## src/shared/sswp_pkg.sv

```systemverilog
/*
 * Shared constants and types for the synchronous SRAM write-port front end.
 * Assumes a single 125 MHz system clock that oversamples the pin clock pair.
 */
package sswp_pkg;
   localparam int unsigned ADDR_W   = 20;
   localparam int unsigned DATA_W   = 36;
   localparam int unsigned MASK_W   = 4;
   localparam int unsigned BEAT_W   = 2;
   localparam int unsigned SYNC_W   = 3 + ADDR_W + MASK_W + DATA_W;
   localparam int unsigned ENTRY_W  = ADDR_W + BEAT_W + DATA_W + DATA_W;
   localparam int unsigned FIFO_DEPTH = 32;
   localparam int unsigned NIBBLE_W = 4;
   localparam int unsigned LANE_W   = 9;
   localparam int unsigned X8_BITS  = 8;
   localparam int unsigned X9_BITS  = 9;
   localparam int unsigned X18_BITS = 18;
   localparam int unsigned CLK_MHZ  = 125;

   typedef enum logic [1:0] {
      SSWP_CFG_X8  = 2'h0,
      SSWP_CFG_X9  = 2'h1,
      SSWP_CFG_X18 = 2'h2,
      SSWP_CFG_X36 = 2'h3
   } sswp_cfg_e;

   typedef enum logic [2:0] {
      SSWP_IDLE  = 3'h0,
      SSWP_BEAT0 = 3'h1,
      SSWP_BEAT1 = 3'h3,
      SSWP_BEAT2 = 3'h2,
      SSWP_BEAT3 = 3'h6
   } sswp_state_e;

   localparam logic [BEAT_W-1:0] BEAT_IDX0 = 2'h0;
   localparam logic [BEAT_W-1:0] BEAT_IDX1 = 2'h1;
   localparam logic [BEAT_W-1:0] BEAT_IDX2 = 2'h2;
   localparam logic [BEAT_W-1:0] BEAT_IDX3 = 2'h3;
endpackage
```

## src/hdl/sswp_fifo.sv

```systemverilog
/*
 * Synchronous FIFO with parameterised width and depth, valid/ready both sides.
 * Read data come out of a register; assumes depth is a power of two.
 */
module sswp_fifo #(
   parameter int unsigned WIDTH = 8,
   parameter int unsigned DEPTH = 32
) (
   input  wire logic             clk,
   input  wire logic             nrst,
   input  wire logic             in_valid,
   output logic                  in_ready,
   input  wire logic [WIDTH-1:0] in_data,
   output logic                  out_valid,
   input  wire logic             out_ready,
   output logic      [WIDTH-1:0] out_data
);
   localparam int unsigned PW = $clog2(DEPTH);

   logic [WIDTH-1:0] mem [DEPTH];
   logic [PW-1:0]    wr_ptr_reg;
   logic [PW-1:0]    rd_ptr_reg;
   logic [PW:0]      count_reg;
   logic             push;
   logic             pop;

   assign in_ready = (count_reg != DEPTH[PW:0]);
   assign push     = in_valid && in_ready;
   // refill the output register when it is empty or being taken
   assign pop      = (count_reg != '0) && (!out_valid || out_ready);

   always_ff @(posedge clk) begin
      if (push) begin
         mem[wr_ptr_reg] <= in_data;
      end
   end

   always_ff @(posedge clk) begin
      if (!nrst) begin
         wr_ptr_reg <= '0;
         rd_ptr_reg <= '0;
         count_reg  <= '0;
      end else begin
         if (push) begin
            wr_ptr_reg <= wr_ptr_reg + 1'b1;
         end
         if (pop) begin
            rd_ptr_reg <= rd_ptr_reg + 1'b1;
         end
         count_reg <= count_reg + {{PW{1'b0}}, push} - {{PW{1'b0}}, pop};
      end
   end

   always_ff @(posedge clk) begin
      if (!nrst) begin
         out_valid <= 1'b0;
         out_data  <= '0;
      end else if (pop) begin
         out_valid <= 1'b1;
         out_data  <= mem[rd_ptr_reg];
      end else if (out_ready) begin
         out_valid <= 1'b0;
      end
   end
endmodule

```

## src/hdl/sswp_write_port.sv

```systemverilog
/*
 * Write-port front end: oversamples the input clock pair and write pins,
 * captures four-beat write bursts with lane masks and queues them for the array.
 * Assumes clk is much faster than the pin clocks and the pins are stable
 * around each pin clock edge as seen after synchronisation.
 */
module sswp_write_port (
   input  wire logic                           clk,
   input  wire logic                           nrst,
   input  wire logic                           k_clk_pin,
   input  wire logic                           k_clk_n_pin,
   input  wire logic                           write_port_select_n,
   input  wire logic [sswp_pkg::ADDR_W-1:0]    addr_pin,
   input  wire logic [sswp_pkg::DATA_W-1:0]    data_pin,
   input  wire logic [sswp_pkg::MASK_W-1:0]    lane_write_mask_n,
   input  wire sswp_pkg::sswp_cfg_e            word_cfg,
   input  wire logic                           wr_ready,
   output logic                                wr_valid,
   output logic      [sswp_pkg::ADDR_W-1:0]    wr_addr,
   output logic      [sswp_pkg::BEAT_W-1:0]    wr_beat,
   output logic      [sswp_pkg::DATA_W-1:0]    wr_data,
   output logic      [sswp_pkg::DATA_W-1:0]    wr_bit_en,
   output logic                                overflow_reg,
   output logic                                busy_reg
);
   import sswp_pkg::*;

   logic [SYNC_W-1:0]  sync1_reg;
   logic [SYNC_W-1:0]  sync2_reg;
   logic               k_prev_reg;
   logic               kn_prev_reg;
   logic               k_s;
   logic               kn_s;
   logic               sel_n_s;
   logic [ADDR_W-1:0]  addr_s;
   logic [MASK_W-1:0]  mask_n_s;
   logic [DATA_W-1:0]  data_s;
   logic               k_rise;
   logic               kn_rise;
   sswp_state_e        state_reg;
   sswp_state_e        state_next;
   logic [ADDR_W-1:0]  addr_reg;
   logic [DATA_W-1:0]  bit_en;
   logic               beat_edge;
   logic               push;
   logic               fifo_in_ready;
   logic [BEAT_W-1:0]  beat_idx;
   logic [ENTRY_W-1:0] fifo_out;

   // all pins share one two-stage synchroniser so clocks and data stay aligned
   always_ff @(posedge clk) begin
      // clocks and select rest high so release shows no false rise or select
      if (!nrst) begin
         sync1_reg <= {3'b111, {(SYNC_W-3){1'b0}}};
         sync2_reg <= {3'b111, {(SYNC_W-3){1'b0}}};
      end else begin
         sync1_reg <= {k_clk_pin, k_clk_n_pin, write_port_select_n, addr_pin,
                       lane_write_mask_n, data_pin};
         sync2_reg <= sync1_reg;
      end
   end

   assign {k_s, kn_s, sel_n_s, addr_s, mask_n_s, data_s} = sync2_reg;

   always_ff @(posedge clk) begin
      if (!nrst) begin
         k_prev_reg  <= 1'b1;
         kn_prev_reg <= 1'b1;
      end else begin
         k_prev_reg  <= k_s;
         kn_prev_reg <= kn_s;
      end
   end

   assign k_rise  = k_s && !k_prev_reg;
   assign kn_rise = kn_s && !kn_prev_reg;

   always_comb begin
      state_next = state_reg;
      case (state_reg)
         SSWP_IDLE:  if (k_rise && !sel_n_s) state_next = SSWP_BEAT0;
         SSWP_BEAT0: if (kn_rise) state_next = SSWP_BEAT1;
         SSWP_BEAT1: if (k_rise) state_next = SSWP_BEAT2;
         SSWP_BEAT2: if (kn_rise) state_next = SSWP_BEAT3;
         SSWP_BEAT3: begin
            if (k_rise) begin
               state_next = sel_n_s ? SSWP_IDLE : SSWP_BEAT0;
            end
         end
         default:    state_next = SSWP_IDLE;
      endcase
   end

   always_ff @(posedge clk) begin
      if (!nrst) begin
         state_reg <= SSWP_IDLE;
      end else begin
         state_reg <= state_next;
      end
   end

   // address held only when a write is selected
   always_ff @(posedge clk) begin
      if (!nrst) begin
         addr_reg <= '0;
      end else if (k_rise && !sel_n_s &&
                   (state_reg == SSWP_IDLE || state_reg == SSWP_BEAT3)) begin
         addr_reg <= addr_s;
      end
   end

   // beats only taken on edges inside a write
   always_comb begin
      case (state_reg)
         SSWP_BEAT0: begin beat_edge = kn_rise; beat_idx = BEAT_IDX0; end
         SSWP_BEAT1: begin beat_edge = k_rise;  beat_idx = BEAT_IDX1; end
         SSWP_BEAT2: begin beat_edge = kn_rise; beat_idx = BEAT_IDX2; end
         SSWP_BEAT3: begin beat_edge = k_rise;  beat_idx = BEAT_IDX3; end
         default:    begin beat_edge = 1'b0;    beat_idx = BEAT_IDX0; end
      endcase
   end

   assign push = beat_edge;

   // per-bit write enable from the masks of this beat
   for (genvar i = 0; i < DATA_W; i++) begin : g_bit_en
      localparam int NIB  = (i / NIBBLE_W) % 2;
      localparam int LANE = i / LANE_W;
      localparam int LANE18 = LANE % 2;
      always_comb begin
         case (word_cfg)
            SSWP_CFG_X8:  bit_en[i] = (i < X8_BITS) && !mask_n_s[NIB];
            SSWP_CFG_X9:  bit_en[i] = (i < X9_BITS) && !mask_n_s[0];
            SSWP_CFG_X18: bit_en[i] = (i < X18_BITS) && !mask_n_s[LANE18];
            default:      bit_en[i] = !mask_n_s[LANE];
         endcase
      end
   end

   // mask and data of one beat enqueued together
   sswp_fifo #(
      .WIDTH (ENTRY_W),
      .DEPTH (FIFO_DEPTH)
   ) u_fifo (
      .clk       (clk),
      .nrst      (nrst),
      .in_valid  (push),
      .in_ready  (fifo_in_ready),
      .in_data   ({addr_reg, beat_idx, data_s & bit_en, bit_en}),
      .out_valid (wr_valid),
      .out_ready (wr_ready),
      .out_data  (fifo_out)
   );

   assign {wr_addr, wr_beat, wr_data, wr_bit_en} = fifo_out;

   // pins cannot be stalled, so a beat arriving while full is lost and flagged
   always_ff @(posedge clk) begin
      if (!nrst) begin
         overflow_reg <= 1'b0;
      end else if (push && !fifo_in_ready) begin
         overflow_reg <= 1'b1;
      end
   end

   always_ff @(posedge clk) begin
      if (!nrst) begin
         busy_reg <= 1'b0;
      end else begin
         busy_reg <= (state_next != SSWP_IDLE);
      end
   end
endmodule

```

## config.mk

```make
export PLATFORM = sky130hd
export DESIGN_NAME = sswp_write_port
export DESIGN_NICKNAME = d
export VERILOG_FILES = /design/src/shared/sswp_pkg.sv /design/src/hdl/sswp_fifo.sv /design/src/hdl/sswp_write_port.sv
export SDC_FILE = /design/constraint.sdc
export NUM_CORES = 2
export LEC_CHECK = 0
export BUFFER_PORTS_ARGS = -buffer_cell sky130_fd_sc_hd__buf_2
export CAP_MARGIN = 30
export CORE_UTILIZATION = 50
export CTS_BUF_LIST = sky130_fd_sc_hd__clkbuf_16
export CTS_CLUSTER_DIAMETER = 120
export DETAILED_ROUTE_END_ITERATION = 10
export PLACE_DENSITY_LB_ADDON = 0.1
export REMOVE_ABC_BUFFERS = 1
export SETUP_SLACK_MARGIN = 0.1
export SYNTH_ARGS = -nofsm -noshare
export SYNTH_HDL_FRONTEND = slang
export SYNTH_SLANG_ARGS = --single-unit
```

## constraint.sdc

```tcl
create_clock -name clk -period 5.73 [get_ports clk]
set_input_delay 0.2865 -clock clk [delete_from_list [all_inputs] [get_ports clk]]
set_output_delay 0.2865 -clock clk [all_outputs]
set_load 0.01 [all_outputs]
```

# Word-level counts from Yosys, hierarchy flattened
# Memories as Yosys holds them, arrays and structs flattened. A register that Yosys moved wholly into a read port is not among the register bits.
# Index checks and enable logic that the tools add are counted.
dict set report op_classes {
  bitwise_logic 1
  n_reduce_logical 28
  addsub 4
  n_eq_ne 7
  muxes 18
}
# cell n
set op_table {}
lappend op_table {{bitwise AND 36 bit} 1}
lappend op_table {{2-to-1 mux 3 bit} 5}
lappend op_table {{one-hot mux 3 bit (5 select lines)} 1}
lappend op_table {{adder 5 x 1 -> 5 bit, second input constant} 2}
lappend op_table {{logical NOT 1 bit} 10}
lappend op_table {{2-to-1 mux 1 bit} 10}
lappend op_table {{logical AND 1 bit} 7}
lappend op_table {{adder 6 x 1 -> 6 bit} 1}
lappend op_table {{== test 3 x 2 -> 1 bit, second input constant} 2}
lappend op_table {{!= test 6 bit, second input constant} 1}
lappend op_table {{one-hot mux 2 bit (3 select lines)} 1}
lappend op_table {{nonzero test 6 bit} 1}
lappend op_table {{OR reduction 2 bit} 3}
lappend op_table {{subtractor 6 x 1 -> 6 bit} 1}
lappend op_table {{== test 3 x 1 -> 1 bit, second input constant} 1}
lappend op_table {{== test 3 bit, second input constant} 1}
lappend op_table {{logical NOT 3 bit} 1}
lappend op_table {{nonzero test 3 bit} 1}
lappend op_table {{OR reduction 3 bit} 1}
lappend op_table {{== test 2 x 1 -> 1 bit, second input constant} 1}
lappend op_table {{== test 2 bit, second input constant} 1}
lappend op_table {{logical NOT 2 bit} 1}
lappend op_table {{logical OR 1 bit} 2}
lappend op_table {{one-hot mux 1 bit (2 select lines)} 1}
lappend op_table {{nonzero test 2 bit} 1}
dict set report word_totals {
  n_memories 1
  in_bits 68
  wordCells 71
  mem_bits_rw 3008
  regBits 170
  output_inout_bits 97
}
# memory words width rd rd_ports_with_merged_regs wr line_no
set memory_table {}
lappend memory_table {u_fifo.mem 32 94 1 1 1 sswp_fifo.sv:20} ;# logic [WIDTH-1:0] mem [DEPTH];

# Logic depth before layout (Yosys ltp)
dict set report depth {
  ltp_word 6
  ltp_mapped 17
  ltp_nobuf 14
}

# Modules after synthesis
# From an unflattened synthesis, not the netlist that was laid out.
dict set report hier_totals {
  cells_unflattened 6200
  hier_area_um2 124072.7
}
# mod seq_area_each_um2 instances area_each_um2 cells_per_inst
set modules_own_cells {}
lappend modules_own_cells {sswp_fifo 92548.8 1 119199.3 5762}
lappend modules_own_cells {sswp_write_port 3062.9 1 4873.4 438}

# Least setup slack after synthesis
# OpenSTA, ideal clock, no wires.
dict set report synth_timing {
  path_kind {register to register}
  start {register state_reg[0]}
  end {memory u_fifo.mem[20][17] in the netlist's numbering, enable pin}
  required_ns 5.243
  n_path_buf 1
  period_less_slack_ns 4.634
  arrival_time_ns 4.147
  setup_ns 0.487
  setup_slack_ns 1.096
  stages_incl_launch_ff 7
  cell_sequence {dfxtp_1 -> clkbuf_1 -> xor2_1 -> a32oi_1 -> nor2_1 -> nand2_1 -> nor2_1}
}
dict set report synth_between {
  elab_chain_len 6
  word_cells_on_any_way 10
  cone_classes {eq/ne: 4; mux: 3; reduce/logical: 3}
}
# item line_no
set synth_rtl {}
lappend synth_rtl {{start: declaration} sswp_write_port.sv:40} ;# sswp_state_e state_reg;
lappend synth_rtl {{start signal: assignment} sswp_write_port.sv:98} ;# state_reg <= state_next;
lappend synth_rtl {{== test 3 bit (tied with other cells)} sswp_write_port.sv:114} ;# case (state_reg)
lappend synth_rtl {{OR reduction 2 bit (no source line)} n/a}
lappend synth_rtl {{one-hot mux 1 bit (2 select lines) *} sswp_write_port.sv:114}
lappend synth_rtl {{logical AND 1 bit *} sswp_fifo.sv:28} ;# assign push = in_valid && in_ready;
lappend synth_rtl {{named net u_fifo.push} sswp_fifo.sv:24} ;# logic push;
lappend synth_rtl {{2-to-1 mux 1 bit *} sswp_fifo.sv:33} ;# if (push) begin
lappend synth_rtl {{2-to-1 mux 1 bit (implied by the code) *} sswp_fifo.sv:34} ;# mem[wr_ptr_reg] <= in_data;
lappend synth_rtl {{end: declaration} sswp_fifo.sv:20}
# The timed path passes the listed nets; every way through them passes the cells marked *.

# Final worst setup path
dict set report layout_timing {
  start {register state_reg[2]}
  end {memory u_fifo.mem[10][38] in the netlist's numbering, enable pin}
}
# Same word-level chain as after synthesis.

==> impl_metrics.json <==
{
  "drive_above_1_share_pct": 23.85,
  "drcViolationCount": 0,
  "status": "finished clean",
  "p_leak_nw": 31.92,
  "crit_type": "flip-flop to flip-flop",
  "crit_arrival_ns": 4.24,
  "wirelength_um": 217400,
  "final_max_slew_viol_count": 0,
  "die-height_um": 415.4,
  "dieWidth_um": 415.4,
  "largest_reg_flops": 2048,
  "finalHoldViolations": 0,
  "worst_clock_skew_ns": 0.03492,
  "tightest_slew_ns": 1.074,
  "cts_setup_buffers": 0,
  "nNetsFinal": 4605,
  "regMostFlops": "u_fifo.mem",
  "numCtsBuffers": 228,
  "grt_usage_pct": 25.18,
  "cts_htree_levels": 4,
  "vias": 42230,
  "cp_data_required_time_ns": 6.21,
  "yosysSeqAreaShare_pct": 77.44,
  "synthDistinctLibCells": 55,
  "final-setup-viol-count": 0,
  "via_per_inst": 6.081,
  "die_area_mm2": 0.1726,
  "power_mw": 40.52,
  "post-route-min-period_ns": 3.762,
  "row_count": 151,
  "final_cell_area_mm2": 0.09803,
  "tritoncts": "done",
  "grt_pass1_vias": 42280,
  "finalWorstSetupSlack_ns": 1.968,
  "avgSynthCellArea_um2": 20.55,
  "wl_per_cell_um": 31.31,
  "critPathLaunchType": "flip-flop",
  "grt_pass1_wl_um": 308900,
  "clock_latency_ns": 0.87,
  "peakVddDrop_mv": 0.3241,
  "netlist_area_mm2": 0.08546,
  "dpl_cell_area_mm2": 0.09016,
  "reg_top3": "u_fifo.mem: 2048 flops, u_fifo.out_data: 64 flops",
  "place.gp.congestion": 0.7615,
  "synth_cells": 4158,
  "design.core.area_mm2": 0.1695,
  "io_pins": 165,
  "cts.sinks": 2282,
  "clockBufferDepth": 3,
  "setup_tns_ns": 0,
  "antenna_found_initial": 5,
  "cts-resized-gates": 0,
  "clk_pin_slew_ns": 0.06,
  "end_kind": "flip-flop",
  "portBuffers": 164,
  "drt_iter0_markers": 4782,
  "yosys.area.top_type_share_pct": 71.96,
  "grt-ovfl-total": 0,
  "crit_fanout": 47,
  "ys_seq_elements": 2282,
  "cap_violations": 0,
  "syn_to_final_growth_pct": 14.71,
  "synth_edf_count": 2048,
  "synth_top_area_cell": "edfxtp_1",
  "max_clock_freq_mhz": 265.8,
  "utilization_pct": 57.85,
  "dpl_worst_slack_ns": 1.964,
  "hold_class": "input port to flip-flop",
  "drtPass1Iterations": 7,
  "fin_crit_sh_pct": 65.66,
  "grt_max_degree": 127,
  "cts_hold_repair.buffers": 67,
  "fill_cells": 12423,
  "postSynth.asyncResetShare_pct": 0,
  "cts_root_buf": "clkbuf_16",
  "p_per_area_mw_per_mm2": 413.3,
  "slew-limit-headroom_pct": 28.30,
  "synthTopCellsByArea": "edfxtp_1 (72%), mux4_2 (10%), dfxtp_1 (5.5%)",
  "dp_hpwl_um": 119800,
  "yosysWarnings": 0,
  "rsz0062_at_grt": "no",
  "start_util_pct": 50.43,
  "drtAntennaViolNets": 0,
  "synth_top_flop_cell": "edfxtp_1"
}
## report_power, final
part	switching [mW]	internal (mW)	total, mW
sequential	0.413	18.2	18.6
clock	6.30	7.94	14.2
combinational	4.07	3.59	7.66
total	10.8	29.7	40.5
## critical path, stage by stage, from the launching register on
cell,delay (ns)
dfxtp_1,0.37
nor3b_1,0.48
a32oi_1,0.15
nor2_1,0.41
nand2_1,0.61
nor2_4,0.85
buf_12,0.44
## stage by stage
stage                     std cells  hold WS (ns)
after floorplan                3887        0.3595
after global placement         6414        0.4091
after detailed placement       6441        0.4020
after CTS                      6938       0.08526
after global routing           6940        0.1251
final                          6945        0.1528
## final timing paths
check        cells after the start                           end                     start  slack, ns
max                              6  u_fifo.mem[10][38]$_DFFE_PP_   state_reg[2]$_SDFF_PN0_       1.97
min                              3      sync1_reg[61]$_SDFF_PN1_               k_clk_n_pin       0.15
max reg2reg                      6  u_fifo.mem[10][38]$_DFFE_PP_   state_reg[2]$_SDFF_PN0_       1.97
min reg2reg                      1      sync2_reg[61]$_SDFF_PN1_  sync1_reg[61]$_SDFF_PN1_       0.42
## logic make-up after synthesis
group	after synthesis	share of synthesized area, %
AO/OA/AOI/OAI	483	4.233
XOR/XNOR	13	0.1332
adder cells (fa/ha/maj)	15	0.2284
buffers and inverters	287	1.697
flip-flops	2282	77.44
multiplexers	714	13.99
AND/OR/NAND/NOR	364	2.278
## placed cells by master, fill, tap and decap left out, types with 6 or more instances in the layout
master,count
edfxtp_1,2048
mux4_2,384
mux2i_1,328
clkbuf_16,231
dfxtp_1,229
buf_2,163
and2_1,156
buf_4,113
a21oi_1,111
a22o_1,104
o22ai_1,83
inv_1,81
dlygate4sd3_1,67
nand2_1,57
clkinv_1,52
nor2_1,42
a22oi_1,42
o221ai_1,41
clkinv_2,41
nor2_4,37
buf_12,34
a2111oi_2,31
o21ai_0,24
nor4_1,21
a211oi_1,21
buf_16,19
ha_1,14
bufinv_16,14
nand2b_1,12
a2111oi_0,9
xnor2_1,7
xor2_1,6
nand3b_1,6
clkinv_8,6
## area by class of cell
type,count,area [um2],area share (%)
sequential,2282,66200,67.53
multi-input combinational,1589,18190,18.55
clock buffer,231,5781,5.897
timing repair buffer,405,3643,3.717
tap,2218,2775,2.831
clock inverter,199,1374,1.401
inverter,16,60.06,0.06126
antenna,5,12.51,0.01276
## synthesized netlist by cell type, types with 42 or more instances
library cell  number
a21oi_1          111
a22o_1           104
a22oi_1           42
and2_1           158
buf_2             70
buf_4             58
clkbuf_1         125
dfxtp_1          234
edfxtp_1        2048
mux2i_1          329
mux4_2           384
nand2_1           57
nor2_1            79
o22ai_1           83
## layer usage
metal,share of wire (%),track usage [%],wire (um)
met1,44,37.07,95710
met4,1.8,5.964,3963
met3,6.4,4.056,13860
met5,0,0,0
met2,48,39.70,103900
Note: power is estimated with default switching activity, not from simulation.
